### src/shared/adcri_map.svh
// Register offsets, field positions, reset values and timing counts
// of the converter result register interface.
// Assumes inclusion by bare name from the modules.
`ifndef ADCRI_MAP_SVH
`define ADCRI_MAP_SVH

// ****************************************************************
// Byte offsets on the register bus
// ****************************************************************
`define ADCRI_OFS_MAIN_CTRL 8'h00
`define ADCRI_OFS_FMT_CLK_REF 8'h04
`define ADCRI_OFS_TRIG_SEL 8'h08
`define ADCRI_OFS_RES_HIGH 8'h0C
`define ADCRI_OFS_RES_LOW 8'h10

// ****************************************************************
// Field positions
// ****************************************************************
`define ADCRI_CHAN_MSB 6
`define ADCRI_CHAN_LSB 2
`define ADCRI_GO_BIT 1
`define ADCRI_ON_BIT 0
`define ADCRI_FMT_BIT 7
`define ADCRI_CLKSEL_MSB 6
`define ADCRI_CLKSEL_LSB 4
`define ADCRI_PREF_MSB 1
`define ADCRI_PREF_LSB 0
`define ADCRI_TRIG_MSB 7
`define ADCRI_TRIG_LSB 4

// ****************************************************************
// Reset values and timing counts
// ****************************************************************
`define ADCRI_CTRL_RST 8'h00
`define ADCRI_RES_RST 8'h00
`define ADCRI_RC_DIV 7'h10
`define ADCRI_RESULT_BITS 10
`define ADCRI_TRIG_SRCS 11

`endif

### src/shared/adcri_pkg.sv
// Types shared by the converter result register interface modules.
// Assumes the map header sits beside it on the include path.
package adcri_pkg;

  typedef enum logic [1:0] {
    ADCRI_IDLE = 2'b01,
    ADCRI_CONV = 2'b10
  } adcri_conv_e;

  typedef enum logic [1:0] {
    ADCRI_BUS_WAIT = 2'b01,
    ADCRI_BUS_ACK = 2'b10
  } adcri_bus_e;

  typedef logic [7:0] adcri_byte_t;

endpackage

### src/rtl/adcri_justify.sv
// Places a ten-bit conversion result into the two result bytes.
// Assumes the caller registers the outputs on a conversion end.
`default_nettype none
`timescale 1ns/1ps
`include "adcri_map.svh"

module adcri_justify
  import adcri_pkg::*;
(
  // Result and layout
  input wire logic [`ADCRI_RESULT_BITS-1:0] i_result,
  input wire logic i_right_just,
  // Result bytes
  output adcri_byte_t o_high,
  output adcri_byte_t o_low
);

  always_comb begin
    if (i_right_just) begin
      o_high = {6'h00, i_result[9:8]};
      o_low = i_result[7:0];
    end else begin
      o_high = i_result[9:2];
      o_low = {i_result[1:0], 6'h00};
    end
  end

endmodule
`default_nettype wire

### src/rtl/adcri_avmm.sv
// Avalon-MM slave handshake: one wait cycle, then answer.
// Assumes the master holds its request until waitrequest is low.
`default_nettype none
`timescale 1ns/1ps
`include "adcri_map.svh"

module adcri_avmm
  import adcri_pkg::*;
(
  // Clock and reset
  input wire logic i_mclk,
  input wire logic i_rstn,
  // Avalon-MM side
  input wire logic [7:0] i_address,
  input wire logic i_read,
  input wire logic i_write,
  input wire logic [3:0] i_byteenable,
  input wire logic [31:0] i_writedata,
  output logic o_waitrequest,
  output logic [31:0] o_readdata,
  // Register side
  input wire logic [7:0] i_rdata,
  output logic o_wr_en,
  output logic [7:0] o_addr,
  output logic [7:0] o_wdata
);

  typedef struct packed {
    adcri_bus_e st;
    logic [31:0] rdata;
  } adcri_bus_s;

  adcri_bus_s r;
  adcri_bus_s next_r;

  // ****************************************************************
  // Handshake
  // ****************************************************************
  always_comb begin
    next_r = r;
    unique case (r.st)
      ADCRI_BUS_WAIT: begin
        if (i_read || i_write) begin
          next_r.st = ADCRI_BUS_ACK;
          next_r.rdata = {24'h000000, i_rdata};
        end
      end
      ADCRI_BUS_ACK: begin
        next_r.st = ADCRI_BUS_WAIT;
      end
      default: begin
        next_r.st = ADCRI_BUS_WAIT;
      end
    endcase
  end

  always_ff @(posedge i_mclk or negedge i_rstn) begin
    if (!i_rstn) begin
      r <= '{st: ADCRI_BUS_WAIT, rdata: 32'h00000000};
    end else begin
      r <= next_r;
    end
  end

  assign o_waitrequest = (r.st != ADCRI_BUS_ACK);
  assign o_readdata = r.rdata;
  assign o_wr_en = (r.st == ADCRI_BUS_ACK) && i_write && i_byteenable[0];
  assign o_addr = i_address;
  assign o_wdata = i_writedata[7:0];

endmodule
`default_nettype wire

### src/rtl/adcri_top.sv
// Register side of a ten-bit successive-approximation converter.
// Assumes an analog core that converts on o_conv_start and answers
// with i_conv_done and i_conv_result; software on Avalon-MM.
//
// Chosen here: register access over Avalon-MM and the register offsets.
`default_nettype none
`timescale 1ns/1ps
`include "adcri_map.svh"

module adcri_top
  import adcri_pkg::*;
#(
  parameter int RESULT_BITS = `ADCRI_RESULT_BITS
) (
  // Clock and resets
  input wire logic i_mclk,
  input wire logic i_rstn,
  input wire logic i_soft_rstn,
  // Avalon-MM slave
  input wire logic [7:0] i_address,
  input wire logic i_read,
  input wire logic i_write,
  input wire logic [3:0] i_byteenable,
  input wire logic [31:0] i_writedata,
  output logic o_waitrequest,
  output logic [31:0] o_readdata,
  // Analog core
  input wire logic i_conv_done,
  input wire logic [RESULT_BITS-1:0] i_conv_result,
  input wire logic [`ADCRI_TRIG_SRCS-1:0] i_trig_src,
  output logic o_conv_start,
  output logic o_converter_on,
  output logic [4:0] o_channel_selector,
  output logic [1:0] o_positive_reference_select,
  output logic o_conv_tick
);

  // ****************************************************************
  // State
  // ****************************************************************
  typedef struct packed {
    adcri_conv_e st;
    logic [4:0] chan;
    logic go;
    logic on;
    logic fmt;
    logic [2:0] clk_sel;
    logic [1:0] pref;
    logic [3:0] trig_sel;
    adcri_byte_t res_high;
    adcri_byte_t res_low;
    logic start;
    logic trig_prev;
    logic [6:0] div_cnt;
    logic tick;
  } adcri_state_s;

  adcri_state_s r;
  adcri_state_s next_r;

  logic wr_en;
  logic [7:0] addr;
  logic [7:0] wdata;
  logic [7:0] rdata;
  adcri_byte_t just_high;
  adcri_byte_t just_low;
  logic trig_now;

  // ****************************************************************
  // Helpers
  // ****************************************************************
  function automatic logic [6:0] clk_divisor(input logic [2:0] sel);
    logic [6:0] d;
    d = `ADCRI_RC_DIV;
    case (sel)
      3'h0: d = 7'h02;
      3'h1: d = 7'h08;
      3'h2: d = 7'h20;
      3'h4: d = 7'h04;
      3'h5: d = 7'h10;
      3'h6: d = 7'h40;
      default: d = `ADCRI_RC_DIV;
    endcase
    return d;
  endfunction

  function automatic logic trig_pick(input logic [3:0] sel,
                                     input logic [`ADCRI_TRIG_SRCS-1:0] src);
    logic t;
    t = 1'b0;
    if (sel != 4'h0 && sel < 4'hB) begin
      t = src[sel];
    end
    return t;
  endfunction

  // ****************************************************************
  // Bus slave and result layout
  // ****************************************************************
  adcri_avmm u_avmm (
    .i_mclk(i_mclk),
    .i_rstn(i_rstn),
    .i_address(i_address),
    .i_read(i_read),
    .i_write(i_write),
    .i_byteenable(i_byteenable),
    .i_writedata(i_writedata),
    .o_waitrequest(o_waitrequest),
    .o_readdata(o_readdata),
    .i_rdata(rdata),
    .o_wr_en(wr_en),
    .o_addr(addr),
    .o_wdata(wdata)
  );

  adcri_justify u_justify (
    .i_result(i_conv_result),
    .i_right_just(r.fmt),
    .o_high(just_high),
    .o_low(just_low)
  );

  // ****************************************************************
  // Read mux
  // ****************************************************************
  always_comb begin
    rdata = 8'h00;
    case (addr)
      `ADCRI_OFS_MAIN_CTRL: rdata = {1'b0, r.chan, r.go, r.on};
      `ADCRI_OFS_FMT_CLK_REF: rdata = {r.fmt, r.clk_sel, 2'b00, r.pref};
      `ADCRI_OFS_TRIG_SEL: rdata = {r.trig_sel, 4'h0};
      `ADCRI_OFS_RES_HIGH: rdata = r.res_high;
      `ADCRI_OFS_RES_LOW: rdata = r.res_low;
      default: rdata = 8'h00;
    endcase
  end

  assign trig_now = trig_pick(r.trig_sel, i_trig_src);

  // ****************************************************************
  // Next state
  // ****************************************************************
  always_comb begin
    next_r = r;
    next_r.start = 1'b0;
    next_r.tick = 1'b0;
    next_r.trig_prev = trig_now;

    // Conversion clock divider
    if (r.div_cnt >= clk_divisor(r.clk_sel) - 7'h01) begin
      next_r.div_cnt = 7'h00;
      next_r.tick = r.on;
    end else begin
      next_r.div_cnt = r.div_cnt + 7'h01;
    end

    // Software writes; only implemented bits store
    if (wr_en) begin
      case (addr)
        `ADCRI_OFS_MAIN_CTRL: begin
          next_r.chan = wdata[`ADCRI_CHAN_MSB:`ADCRI_CHAN_LSB];
          next_r.go = wdata[`ADCRI_GO_BIT];
          next_r.on = wdata[`ADCRI_ON_BIT];
        end
        `ADCRI_OFS_FMT_CLK_REF: begin
          next_r.fmt = wdata[`ADCRI_FMT_BIT];
          next_r.clk_sel = wdata[`ADCRI_CLKSEL_MSB:`ADCRI_CLKSEL_LSB];
          next_r.pref = wdata[`ADCRI_PREF_MSB:`ADCRI_PREF_LSB];
        end
        `ADCRI_OFS_TRIG_SEL: next_r.trig_sel = wdata[`ADCRI_TRIG_MSB:`ADCRI_TRIG_LSB];
        `ADCRI_OFS_RES_HIGH: next_r.res_high = wdata;
        `ADCRI_OFS_RES_LOW: next_r.res_low = wdata;
        default: next_r.go = next_r.go;
      endcase
    end

    // Rising edge of selected trigger source sets go
    if (trig_now && !r.trig_prev && r.on) begin
      next_r.go = 1'b1;
    end

    // Conversion sequencing; no discharge step is ever issued
    unique case (r.st)
      ADCRI_IDLE: begin
        if (next_r.go && next_r.on) begin
          next_r.st = ADCRI_CONV;
          next_r.start = 1'b1;
        end else begin
          next_r.go = 1'b0;
        end
      end
      ADCRI_CONV: begin
        if (!next_r.on || !next_r.go) begin
          next_r.st = ADCRI_IDLE;
          next_r.go = 1'b0;
        end else if (i_conv_done) begin
          next_r.st = ADCRI_IDLE;
          next_r.go = 1'b0;
          next_r.res_high = just_high;
          next_r.res_low = just_low;
        end
      end
      default: begin
        next_r.st = ADCRI_IDLE;
        next_r.go = 1'b0;
      end
    endcase

    // Soft reset clears control but keeps result bytes
    if (!i_soft_rstn) begin
      next_r.st = ADCRI_IDLE;
      next_r.chan = 5'h00;
      next_r.go = 1'b0;
      next_r.on = 1'b0;
      next_r.fmt = 1'b0;
      next_r.clk_sel = 3'h0;
      next_r.pref = 2'h0;
      next_r.trig_sel = 4'h0;
      next_r.start = 1'b0;
      next_r.tick = 1'b0;
      next_r.div_cnt = 7'h00;
      next_r.res_high = r.res_high;
      next_r.res_low = r.res_low;
    end
  end

  // ****************************************************************
  // Registers
  // ****************************************************************
  always_ff @(posedge i_mclk or negedge i_rstn) begin
    if (!i_rstn) begin
      r.st <= ADCRI_IDLE;
      r.chan <= 5'h00;
      r.go <= 1'b0;
      r.on <= 1'b0;
      r.fmt <= 1'b0;
      r.clk_sel <= 3'h0;
      r.pref <= 2'h0;
      r.trig_sel <= 4'h0;
      r.res_high <= `ADCRI_RES_RST;
      r.res_low <= `ADCRI_RES_RST;
      r.start <= 1'b0;
      r.trig_prev <= 1'b0;
      r.div_cnt <= 7'h00;
      r.tick <= 1'b0;
    end else begin
      r <= next_r;
    end
  end

  // ****************************************************************
  // Outputs
  // ****************************************************************
  assign o_conv_start = r.start;
  assign o_converter_on = r.on;
  assign o_channel_selector = r.chan;
  assign o_positive_reference_select = r.pref;
  assign o_conv_tick = r.tick;

endmodule
`default_nettype wire

### config.mk
export PLATFORM = sky130hd
export DESIGN_NAME = adcri_top
export DESIGN_NICKNAME = d
export VERILOG_FILES = /design/src/shared/adcri_pkg.sv /design/src/rtl/adcri_justify.sv /design/src/rtl/adcri_avmm.sv /design/src/rtl/adcri_top.sv
export VERILOG_INCLUDE_DIRS = /design/src /design/src/shared
export SDC_FILE = /design/constraint.sdc
export NUM_CORES = 1
export LEC_CHECK = 0
export BUFFER_PORTS_ARGS = -buffer_cell sky130_fd_sc_hd__buf_2
export CAP_MARGIN = 30
export CORE_UTILIZATION = 25
export DETAILED_ROUTE_END_ITERATION = 10
export PLACE_DENSITY_LB_ADDON = 0.12
export SYNTH_ARGS = -nofsm -noshare
export SYNTH_HDL_FRONTEND = slang
export SYNTH_SLANG_ARGS = --single-unit
export TNS_END_PERCENT = 5
### constraint.sdc
create_clock -name i_mclk -period 6.83 [get_ports i_mclk]
set_input_delay 1.0245 -clock i_mclk [delete_from_list [all_inputs] [get_ports i_mclk]]
set_output_delay 1.0245 -clock i_mclk [all_outputs]
set_load 0.03 [all_outputs]
# ---- Word-level counts from Yosys, hierarchy flattened
# Cells that the tools add are included.
dict set report word_totals {
  word_cells 95
  inputBits 71
  regBits 55
}
dict set report classes {
  magnitude_cmp 3
  addsub 2
  muxes 35
  reduce_logical 19
  eq_ne 20
}
# cell count
set ops {}
lappend ops {{two-way mux 16 bit} 3}
lappend ops {{two-way mux 8 bit} 5}
lappend ops {{one-hot mux 8 bit (5 select lines)} 1}
lappend ops {{two-way mux 36 bit} 1}
lappend ops {{one-hot mux 7 bit (5 select lines)} 1}
lappend ops {{two-way mux 34 bit} 1}
lappend ops {{two-way mux 33 bit} 1}
lappend ops {{== test 8 x 4 -> 1 bit, second input constant} 2}
lappend ops {{two-way mux 1 bit} 11}
lappend ops {{inequality test 2 x 1 -> 1 bit, second input constant} 5}
lappend ops {{AND reduction 2 bit} 5}
lappend ops {{== test 8 x 3 -> 1 bit, second input constant} 1}
lappend ops {{== test 8 x 5 -> 1 bit, second input constant} 1}
lappend ops {{zero test 8 bit} 1}
lappend ops {{two-way mux 2 bit} 4}
lappend ops {{adder 7 x 1 -> 7 bit, second input constant} 1}
lappend ops {{>= comparator 7 bit} 1}
lappend ops {{two-way mux 7 bit} 1}
lappend ops {{subtractor 7 x 1 -> 7 bit, second input constant} 1}
lappend ops {{== test 3 bit, second input constant} 2}
lappend ops {{logical AND 1 bit} 6}
lappend ops {{two-way mux 6 bit} 1}
lappend ops {{less-than comparator 4 x 5 -> 1 bit, second input constant} 1}
lappend ops {{two-way mux 5 bit} 1}
lappend ops {{other kinds (16)} 21}

# ---- Logic depth before layout (Yosys ltp)
# Gate-level depths: netlist (run 1).
dict set report depth {
  ltp_word 11
  ltp_mapped 10
}

# ---- Cells and area by module
# A second synthesis (run 1) with hierarchy kept.
dict set report unflattened {
  hier_cells 416
  hier_area_um2 4080.2
}
# module seq_area_each_um2 area_each_um2 n_inst cells_per_inst
set modules_own_cells {}
lappend modules_own_cells {adcri_top 1127.3 3174.3 1 325}
lappend modules_own_cells {adcri_avmm 251.5 748.2 1 73}
lappend modules_own_cells {adcri_justify 0.0 157.7 1 18}

# ---- Worst setup path before layout (run 1)
# No wires, ideal clock.
dict set report synth_path {
  kind {input-to-reg}
  from {input port i_address[5]}
  to {register r[10] (netlist bit)}
  stages 8
  n_path_buf 1
  setup_slack_ns 3.786
  arrival_time_ns 2.918
  setup_ns 0.126
  cell_sequence {nor4_4 -> nand4_4 -> mux2i_1 -> a211oi_4 -> nand3_4 -> a21bo_1 -> buf_6 -> a221o_1}
}
dict set report synth_between {
  elab_chain_cells 8
}
# element line_no
set synth_rtl {}
lappend synth_rtl {{start: declaration} adcri_top.sv:20} ;# input wire logic [7:0] i_address,
lappend synth_rtl {{zero test 8 bit} adcri_top.sv:159} ;# case (addr)
lappend synth_rtl {{two-way mux 1 bit} adcri_top.sv:159}
lappend synth_rtl {{two-way mux 33 bit *} adcri_top.sv:158} ;# if (wr_en) begin
lappend synth_rtl {{two-way mux 1 bit} adcri_top.sv:178} ;# if (trig_now && !r.trig_prev && r.on) begin
lappend synth_rtl {{zero test 1 bit} adcri_top.sv:193} ;# if (!next_r.on || !next_r.go) begin
lappend synth_rtl {{logical OR 1 bit} adcri_top.sv:193}
lappend synth_rtl {{two-way mux 16 bit} adcri_top.sv:193}
lappend synth_rtl {{two-way mux 16 bit *} adcri_top.sv:183} ;# unique case (r.st)
lappend synth_rtl {{end signal: assignment} adcri_top.sv:247} ;# r <= next_r;
lappend synth_rtl {{end: declaration} adcri_top.sv:58} ;# adcri_state_s r;
# Mark *: on every way between the ends. The rest lies on a longest branch, timed or not. The select of a mux whose other input is x is not followed.
# A chain may end at the register's enable or synchronous reset.

# ---- Worst setup path after layout (run 1)
dict set report layout_path {
  from {input port i_address[4]}
  to {register r[23] (netlist bit)}
}
# The elaborated chain is that of the path after synthesis.

==> flow_metrics.env, run 1 <==
export IMPL_wire_per_inst_um=16.3
export IMPL_cts_resized=0
export IMPL_synthXorXnorAreaFrac=0.0174
export IMPL_clkSlewWorstSetupHoldPaths_ps=70
export IMPL_drt_initial_drc_count=120
export IMPL_synth_area_um2=3520
export IMPL_cts_max_level=2
export IMPL_clock_fmax_mhz=289
export IMPL_final_setup_skew_ps=3.45
export IMPL_place_congestion=0.739
export IMPL_netlist_instances=349
export IMPL_antennaDiodeCount=0
export IMPL_initial_core_util=0.260
export IMPL_leakagePower_uw=0.00185
export IMPL_fin_crit_sh=0.506
export IMPL_nets=470
export IMPL_grt_setup_unrepaired="no"
export IMPL_clk_path_buf_depth=2
export IMPL_tightest_slew_ps=985
export IMPL_maxSlewViolCount=0
export IMPL_crit_fanout=12
export IMPL_ant_nets=0
export IMPL_hold_viol=0
export IMPL_criticalPathCategory="in2reg"
export IMPL_ys_dominant_reg_cell="dfrtp_1"
export IMPL_worst_r2r_setup_slack_ps=3950
export IMPL_p_per_area_nw_per_um2=184
export IMPL_synthAdderAreaFrac=0.0356
export IMPL_syn_to_final_growth_pct=11.5
export IMPL_synthMuxAreaShare=0.0975
export IMPL_synth_compound_area_share=0.138
export IMPL_drive_gt1_frac=0.241
export IMPL_synth_edf_count=0
export IMPL_synth_simple_area_share=0.194
export IMPL_overflow=0
export IMPL_fin_crit_ps=3450
export IMPL_fp_dieH_um=121
export IMPL_status="complete, no violations"
export IMPL_cts_tree="yes"
export IMPL_drv_cap=0
export IMPL_clockRootBuffer="clkbuf_16"
export IMPL_ys_types=61
export IMPL_vias=2588
export IMPL_grt_pass1_vias=2482
export IMPL_final_setup_tns_ps=0
export IMPL_hold_class="reg2reg"
export IMPL_fin_hold_ws_ps=488
export IMPL_portBuffers=61
export IMPL_synth_area_per_cell_um2=10.1
export IMPL_wl_um=9240
export IMPL_core_rowCount=42
export IMPL_grt_pass1_wl_um=14600
export IMPL_cts_buffers=5
export IMPL_drt_first_pass_iters=4
export IMPL_die_area_um2=14500
export IMPL_clkLatencyLatePin_ps=290
export IMPL_synth_top_family_by_area="simple AND/OR/NAND/NOR gates"
export IMPL_die_w_um=121
export IMPL_ir_worst_vdd_mv=0.0869
export IMPL_clock_sinks=55
export IMPL_setup_violations=0
export IMPL_grt_max_degree=56
export IMPL_ios=114
export IMPL_arrival_ps=3680
export IMPL_antenna_found_initial=0
export IMPL_required_ps=7060
export IMPL_cts_hold_buf=0
export IMPL_slew_headroom=0.340
export IMPL_hpwl_um=7010
export IMPL_ys_ff_latch=55
export IMPL_core_um2=13500
export IMPL_end_kind="flop"
export IMPL_drc=0
export IMPL_start_kind="primary input"
export IMPL_grt_usage=0.133
export IMPL_post_cts_setup_buffers=0
export IMPL_async_flop_share=1.00
export IMPL_yosysSeqAreaShare=0.392
export IMPL_yosys_warnings=0
export IMPL_routed_via_density=4.57
==> final timing paths <==
path	depth (start not counted)	startpoint	to
min in group asynchronous	2	i_rstn	r[6]$_DFF_PN0_
max in group asynchronous	2	i_rstn	r[17]$_DFFE_PN0P_
hold / removal	2	u_avmm.o_readdata[5]$_DFFE_PN0P_	u_avmm.o_readdata[5]$_DFFE_PN0P_
setup / recovery	8	i_address[4]	r[23]$_DFFE_PN0P_
setup reg to reg	7	u_avmm.r[32]$_DFFE_PN1P_	r[23]$_DFFE_PN0P_
hold reg to reg	2	u_avmm.o_readdata[5]$_DFFE_PN0P_	u_avmm.o_readdata[5]$_DFFE_PN0P_
==> flip-flops by register name, summed over array words and instances (netlist names) <==
| name | flops |
|---|---|
| o_channel_selector | 5 |
| o_conv_tick | 1 |
| u_avmm.o_readdata | 8 |
| o_positive_reference_select | 2 |
| o_converter_on | 1 |
| o_conv_start | 1 |
| u_avmm.r | 2 |
| r | 35 |
==> synth_stat cells, types with 2 or more instances <==
cell	n	area, um2
a21boi_0	3	22.5
nand2_1	29	109
nor3b_1	7	52.6
nor2b_1	6	37.5
a21oi_1	8	40.0
buf_4	40	300
xnor2_1	4	35.0
dfstp_2	2	52.6
inv_1	12	45.0
ha_1	10	125
o22ai_1	2	12.5
a22oi_1	4	30.0
mux2i_1	26	260
o211ai_1	4	30.0
a221o_1	14	140
o2bb2ai_1	2	17.5
nand3b_1	2	15.0
nand2b_1	8	50.1
clkbuf_1	6	22.5
a221oi_1	2	17.5
a22o_1	5	43.8
dfrtp_1	53	1330
conb_1	2	7.51
and3_1	6	37.5
buf_2	2	10.0
mux2_2	5	56.3
nor2_1	30	113
o21ai_0	7	35.0
buf_6	4	45.0
nand3_1	11	55.1
xor2_1	3	26.3
==> where the power goes <==
group,internal [uW],switching (uW)
logic,29.6,75.0
registers,337,6.87
clock network,157,118
total,523,200
==> layout by cell type, fill, tap and decap left out, types with 3 or more instances in the layout <==
master and n:
o21ai_0 7, a22oi_1 4, nor2_1 30, conb_1 25, o211ai_1 4, inv_1 12
mux2i_1 26, dfrtp_1 53, and3_1 6, xor2_1 3, buf_2 61, nor2b_1 6
ha_1 10, clkbuf_16 5, nand2_1 29, nand2b_1 8, a221o_1 14, a21boi_0 3
a21oi_1 8, a22o_1 5, nor3b_1 7, nand3_1 11, xnor2_1 4, mux2_2 5
==> critical path: stages <==
cell and delay (ps):
buf_2 230, nor4_4 420, nand4_4 320, mux2i_1 240, a211oi_4 390, nand4_1 510, nor3b_1 400, a221o_1 150
==> layout make-up <==
class / instances / area (um2)
Clock buffer: 8 / 156
Fill cell: 1430 / 9580
Inverter: 13 / 48.8
Multi-Input combinational cell: 251 / 1800
Sequential cell: 55 / 1380
Tap cell: 176 / 220
Timing Repair Buffer: 63 / 320
==> cell families (layout without fill, tap and decap cells) <==
logic type | after synthesis | count (layout)
and+or+nand+nor | 119 | 119
other | 2 | 25
buffers and inverters | 66 | 84
xor gates and xnor gates | 7 | 7
muxes | 32 | 32
adders and majority gates | 10 | 10
AOI/OAI and AO/OA | 58 | 58
DFF | 55 | 55
==> stage by stage <==
step	cells	util	worst slack (ps)	total power, uW	instance area [um2]
2_1_floorplan	372	-	3790	426	3600
3_3_place_gp	558	0.279	3010	455	3760
3_5_place_dp	558	0.279	3040	457	3760
4_1_cts	566	0.290	3340	735	3920
5_1_grt	566	0.290	3130	760	3920
6_report	566	0.290	3380	723	3920
==> metal layers <==
layer | wire (um) | track usage
met2 | 4120 | 0.204
met1 | 4520 | 0.192
met4 | 87 | 0.0293
met3 | 504 | 0.0236
met5 | 0 | 0
No activity file was read; power rests on OpenSTA's default activity.
==> run 2, diff against run 1 <==
==> constraint.sdc (replaced) <==
create_clock -name i_mclk -period 3.1 [get_ports i_mclk]
set_input_delay 0.465 -clock i_mclk [delete_from_list [all_inputs] [get_ports i_mclk]]
set_output_delay 0.465 -clock i_mclk [all_outputs]
set_load 0.03 [all_outputs]
==> run 2 against run 1 <==
  * Cell count rose by 0.88%
  * Hold slack worse by 390 ps
  * Largest cell class unchanged
  * Critical path depth decreased by 1
  * Critical path type is now reg2reg
==> flow_metrics.env, run 2 (synthesis results as in run 1) <==
export IMPL_status="complete, no violations"
export IMPL_cts_max_level=2
export IMPL_maxSlewViolCount=0
export IMPL_grt_pass1_wl_um=14400
export IMPL_grt_max_degree=23
export IMPL_initial_core_util=0.260
export IMPL_portBuffers=61
export IMPL_post_cts_setup_buffers=0
export IMPL_criticalPathCategory="reg2reg"
export IMPL_clkSlewWorstSetupHoldPaths_ps=70
export IMPL_wl_um=9190
export IMPL_end_kind="flop"
export IMPL_post_route_cell_area_um2=3960
export IMPL_cp_slowest_stage_delay_ps=460
export IMPL_hold_class="in2async"
export IMPL_hold_viol=0
export IMPL_nets=475
export IMPL_placed_cell_area_um2=3800
export IMPL_required_ps=3280
export IMPL_cts_hold_buf=0
export IMPL_path_cells="and4b_2 -> and4_1 -> a221oi_1 -> a211oi_4 -> nand3_4 -> a21bo_1 -> a221o_1"
export IMPL_clockRootBuffer="clkbuf_16"
export IMPL_cts_buffers=5
export IMPL_core_um2=13500
export IMPL_drc=0
export IMPL_clock_fmax_mhz=365
export IMPL_tightest_slew_ps=641
export IMPL_postLayoutSetupSlackWorst_ps=359
export IMPL_syn_to_final_growth_pct=12.6
export IMPL_fp_dieH_um=121
export IMPL_die_area_um2=14500
export IMPL_p_per_area_nw_per_um2=403
export IMPL_drt_initial_drc_count=97
export IMPL_register_area_um2=1380
export IMPL_ir_worst_vdd_mv=0.205
export IMPL_nFillCells=1429
export IMPL_drive_gt1_frac=0.251
export IMPL_crit_fanout=12
export IMPL_drt_first_pass_iters=4
export IMPL_fin_crit_ps=2740
export IMPL_antennaDiodeCount=0
export IMPL_final_setup_tns_ps=0
export IMPL_largest_reg_flops=35
export IMPL_final_setup_skew_ps=5.79
export IMPL_grt_usage=0.131
export IMPL_start_kind="flop"
export IMPL_regMostFlops="r"
export IMPL_cts_tree="yes"
export IMPL_setup_violations=0
export IMPL_cp_slowest_cell="and4b_2"
export IMPL_place_congestion=0.733
export IMPL_core_rowCount=42
export IMPL_clock_sinks=55
export IMPL_die_w_um=121
export IMPL_multi_input_area_um2=1800
export IMPL_antenna_found_initial=0
export IMPL_clk_path_buf_depth=2
export IMPL_routed_via_density=4.46
export IMPL_clkLatencyLatePin_ps=290
export IMPL_dpl_worst_slack_ps=141
export IMPL_final_cell_mix="buf_2 (61), dfrtp_1 (53), nor2_1 (30)"
export IMPL_wire_per_inst_um=16.1
export IMPL_fin_util=0.293
export IMPL_vias=2549
export IMPL_overflow=0
export IMPL_cts_resized=0
export IMPL_fin_hold_ws_ps=100
export IMPL_hpwl_um=7240
export IMPL_ant_nets=0
export IMPL_grt_setup_unrepaired="no"
export IMPL_drv_cap=0
export IMPL_grt_pass1_vias=2512
export IMPL_fin_crit_sh=0.884
export IMPL_arrival_ps=2920
export IMPL_slew_headroom=0.573
export IMPL_leakagePower_uw=0.00188
export IMPL_ios=114
export IMPL_final_common_cell="buf_2"
[run 2: power breakdown]
part	internal (uW)	total [uW]	switching, uW
clock network	345	597	252
logic	73.7	241	167
registers	742	757	14.9
total	1160	1600	434
[run 2: stage by stage]
stage / power, uW / cells
3_3_place_gp: 1010 / 563
2_1_floorplan: 940 / 372
6_report: 1600 / 571
4_1_cts: 1620 / 571
5_1_grt: 1670 / 571
3_5_place_dp: 1010 / 563
[run 2: area by class of cell]
cell class | instances | area share
multi-input combinational | 251 | 0.454
tap | 176 | 0.0556
sequential | 55 | 0.348
timing repair buffer | 68 | 0.0904
clock buffer | 8 | 0.0395
inverter | 13 | 0.0123
[run 2: routing by layer]
| layer | GRT usage | part of all wire | routed length [um] | up-vias |
|---|---|---|---|---|
| li1 | - | - | - | 1268 |
| met1 | 0.186 | 0.51 | 4670 | 1219 |
| met2 | 0.208 | 0.45 | 4150 | 56 |
| met3 | 0.0222 | 0.032 | 292 | 6 |
| met4 | 0.0255 | 0.0078 | 72 | 0 |
| met5 | 0 | 0 | 0 | - |
[run 2: worst paths after layout]
check                                                  from                                to  cells past startpoint  slack, ps
max                                u_avmm.r[32]$_DFFE_PN1P_                 r[12]$_DFFE_PN0P_                      7        360
min                                                  i_rstn                    r[5]$_DFF_PN0_                      1        100
min reg2reg                u_avmm.o_readdata[4]$_DFFE_PN0P_  u_avmm.o_readdata[4]$_DFFE_PN0P_                      2        480
max reg2reg                        u_avmm.r[32]$_DFFE_PN1P_                 r[12]$_DFFE_PN0P_                      7        360
min in group i_mclk                          i_writedata[3]                 r[13]$_DFFE_PN0P_                      2        440
max in group asynchronous                            i_rstn                 r[43]$_DFFE_PN1P_                      2       2300
[run 2: worst max-delay path, delay by kind of cell, from the launching register on]
kind / cells / cell delay (ps)
AO/OA/AOI/OAI: 4 / 1270
flip-flops: 1 / 370
AND/OR/NAND/NOR: 3 / 980
==> run 3, diff against run 2 <==
--- a/config.mk
+++ b/config.mk
@@ -13,5 +13,6 @@
 export PLACE_DENSITY_LB_ADDON = 0.12
 export SYNTH_ARGS = -nofsm -noshare
 export SYNTH_HDL_FRONTEND = slang
+export SYNTH_HIERARCHICAL = 1
 export SYNTH_SLANG_ARGS = --single-unit
 export TNS_END_PERCENT = 5
==> run 3 against run 2 <==
  * Synthesized cell count increased by 19%
  * Clock skew is 2.5 ps higher
  * Setup slack lost 50 ps
  * Final area grew 12%
  * Utilization fell by 1.4 points
  * Largest cell class unchanged
  * Wire length is 18% higher
  * Hold slack improved by 210 ps
  * Critical endpoint is now r[7]$_DFF_PN0_
  * Synthesized area is 16% higher
  * Die area increased by 16%
  * Power grew 1.9%
  * Fmax down 1.8%
==> flow_metrics.env, run 3 <==
export IMPL_slew_headroom=0.484
export IMPL_synth_area_top_cells="dfrtp_1 (33%), buf_4 (11%), ha_1 (3.1%)"
export IMPL_synth_commonest_cells="buf_4 (59), dfrtp_1 (53), inv_1 (29)"
export IMPL_core_um2=15900
export IMPL_postLayoutSetupSlackWorst_ps=309
export IMPL_final_setup_skew_ps=8.24
export IMPL_setup_violations=0
export IMPL_final_common_cell="buf_2"
export IMPL_clock_fmax_mhz=358
export IMPL_ir_worst_vdd_mv=0.191
export IMPL_grt_setup_unrepaired="no"
export IMPL_ys_types=60
export IMPL_hpwl_um=8250
export IMPL_place_congestion=0.736
export IMPL_start_kind="flop"
export IMPL_clk_path_buf_depth=2
export IMPL_ant_nets=0
export IMPL_fin_cells=660
export IMPL_yosysTopAreaCell="dfrtp_1"
export IMPL_grt_pass1_wl_um=17100
export IMPL_cts_tree="yes"
export IMPL_cts_buffers=5
export IMPL_hold_class="in2async"
export IMPL_fin_crit_ps=2790
export IMPL_wire_per_inst_um=16.5
export IMPL_drv_cap=0
export IMPL_yosys_warnings=6
export IMPL_yosysTopAreaCellShare=0.325
export IMPL_synth_most_common_cell="buf_4"
export IMPL_final_setup_tns_ps=0
export IMPL_yosysSeqAreaShare=0.338
export IMPL_synth_edf_count=0
export IMPL_multi_input_area_um2=2140
export IMPL_fin_util=0.279
export IMPL_post_place_cells=652
export IMPL_status="complete, no violations"
export IMPL_wl_um=10900
export IMPL_clockRootBuffer="clkbuf_16"
export IMPL_clkLatencyLatePin_ps=310
export IMPL_async_flop_share=1.00
export IMPL_grt_pass1_vias=2905
export IMPL_core_rowCount=46
export IMPL_hold_viol=0
export IMPL_required_ps=3330
export IMPL_largest_reg_flops=35
export IMPL_routed_via_density=4.48
export IMPL_final_cell_mix="buf_2 (61), dfrtp_1 (53), inv_1 (29)"
export IMPL_initial_core_util=0.257
export IMPL_crit_fanout=7
export IMPL_dpl_worst_slack_ps=188
export IMPL_vias=2958
export IMPL_synth_area_per_cell_um2=9.81
export IMPL_clkSlewWorstSetupHoldPaths_ps=70
export IMPL_drt_initial_drc_count=124
export IMPL_drt_first_pass_iters=4
export IMPL_ios=114
export IMPL_ys_dominant_reg_cell="dfrtp_1"
export IMPL_drive_gt1_frac=0.300
export IMPL_criticalPathCategory="reg2reg"
export IMPL_maxSlewViolCount=0
export IMPL_die_area_um2=16800
export IMPL_overflow=0
export IMPL_nFillCells=1729
export IMPL_nets=524
export IMPL_leakagePower_uw=0.00199
export IMPL_synth_area_um2=4080
export IMPL_grt_usage=0.136
export IMPL_netlist_instances=416
export IMPL_antenna_found_initial=0
export IMPL_register_area_um2=1380
export IMPL_die_w_um=130
export IMPL_fin_crit_sh=0.900
export IMPL_cts_max_level=2
export IMPL_antennaDiodeCount=0
export IMPL_fp_dieH_um=130
export IMPL_end_kind="flop"
export IMPL_tightest_slew_ps=774
export IMPL_p_per_area_nw_per_um2=366
export IMPL_syn_to_final_growth_pct=8.71
export IMPL_portBuffers=61
export IMPL_clock_sinks=55
export IMPL_regMostFlops="r"
export IMPL_arrival_ps=3020
export IMPL_ys_ff_latch=55
export IMPL_drc=0
export IMPL_grt_max_degree=56
export IMPL_fin_hold_ws_ps=307
[run 3: cell types whose count changed in the layout (fill, tap and decap cells not counted), sizes merged, moves of 9 or more]
cell,change
nand2,-14
a221o,-14
mux2i,-16
inv,+17
nor2,-11
mux2,+10
nor2b,+12
nor3,+9
[run 3: area by class of cell]
cell class | instances | area share
flip-flops and latches | 55 | 0.311
inverters | 29 | 0.0245
repair buffers | 72 | 0.0874
well taps | 216 | 0.0609
multi-input cells | 280 | 0.482
clock buffers | 7 | 0.0322
clock inverters | 1 | 0.00197
[run 3: where the power goes]
part           switching, uW  leakage (uW)  internal [uW]
Sequential              15.6      0.000758            742
Combinational            168       0.00116           92.9
Clock                    282     0.0000741            325
Total                    465       0.00199           1160
[run 3: per-layer routing]
layer  vias up  track usage  part of all wire
met2        73        0.224              0.47
met3         6       0.0267             0.041
met5         -            0                 0
li1       1442            -                 -
met1      1437        0.185              0.48
met4         0       0.0294            0.0097
[run 3: logic make-up after synthesis]
family / after synthesis / synth area share
xor gates and xnor gates: 7 / 0.0150
other: 2 / 0.00184
DFF: 55 / 0.338
AOI/OAI and AO/OA: 81 / 0.180
buffers and inverters: 104 / 0.159
and+or+nand+nor: 131 / 0.198
muxes: 26 / 0.0770
adders and majority gates: 10 / 0.0307
[run 3: what timing repair did]
action / in CTS / in global routing
buffers inserted: 0 / 0
setup endpoints to repair: 0 / 7
hold buffers: 0 / 0
resized for setup: 0 / 1
[run 3: path summary, 6_finish.rpt]
| kind | startpoint | slack [ps] | depth (start not counted) | end |
|---|---|---|---|---|
| setup / recovery | r[34]$_DFFE_PN0P_ | 310 | 8 | r[7]$_DFF_PN0_ |
| hold / removal | i_rstn | 310 | 2 | r[3]$_DFF_PN0_ |
| hold reg to reg | r[1]$_DFF_PN0_ | 490 | 1 | r[1]$_DFF_PN0_ |
| min in group i_mclk | i_writedata[2] | 440 | 3 | r[20]$_DFFE_PN0P_ |
| max in group asynchronous | i_rstn | 2270 | 2 | u_avmm/o_readdata[4]$_DFFE_PN0P_ |
| setup reg to reg | r[34]$_DFFE_PN0P_ | 310 | 8 | r[7]$_DFF_PN0_ |
[run 3: per-stage QoR]
step	instance area, um2	total power, uW
floorplan	4170	984
finish	4440	1620
detailed placement	4280	1040
global placement	4280	1030
CTS	4430	1650
global route	4440	1710
[run 3: worst max-delay path: stages, from the launching register on]
cell       delay, ps
dfrtp_1          430
or3_1            410
ha_1             310
ha_1             270
a21o_1           150
a21o_1           170
a2111oi_1        490
o21ai_1          300
nor2_1           170
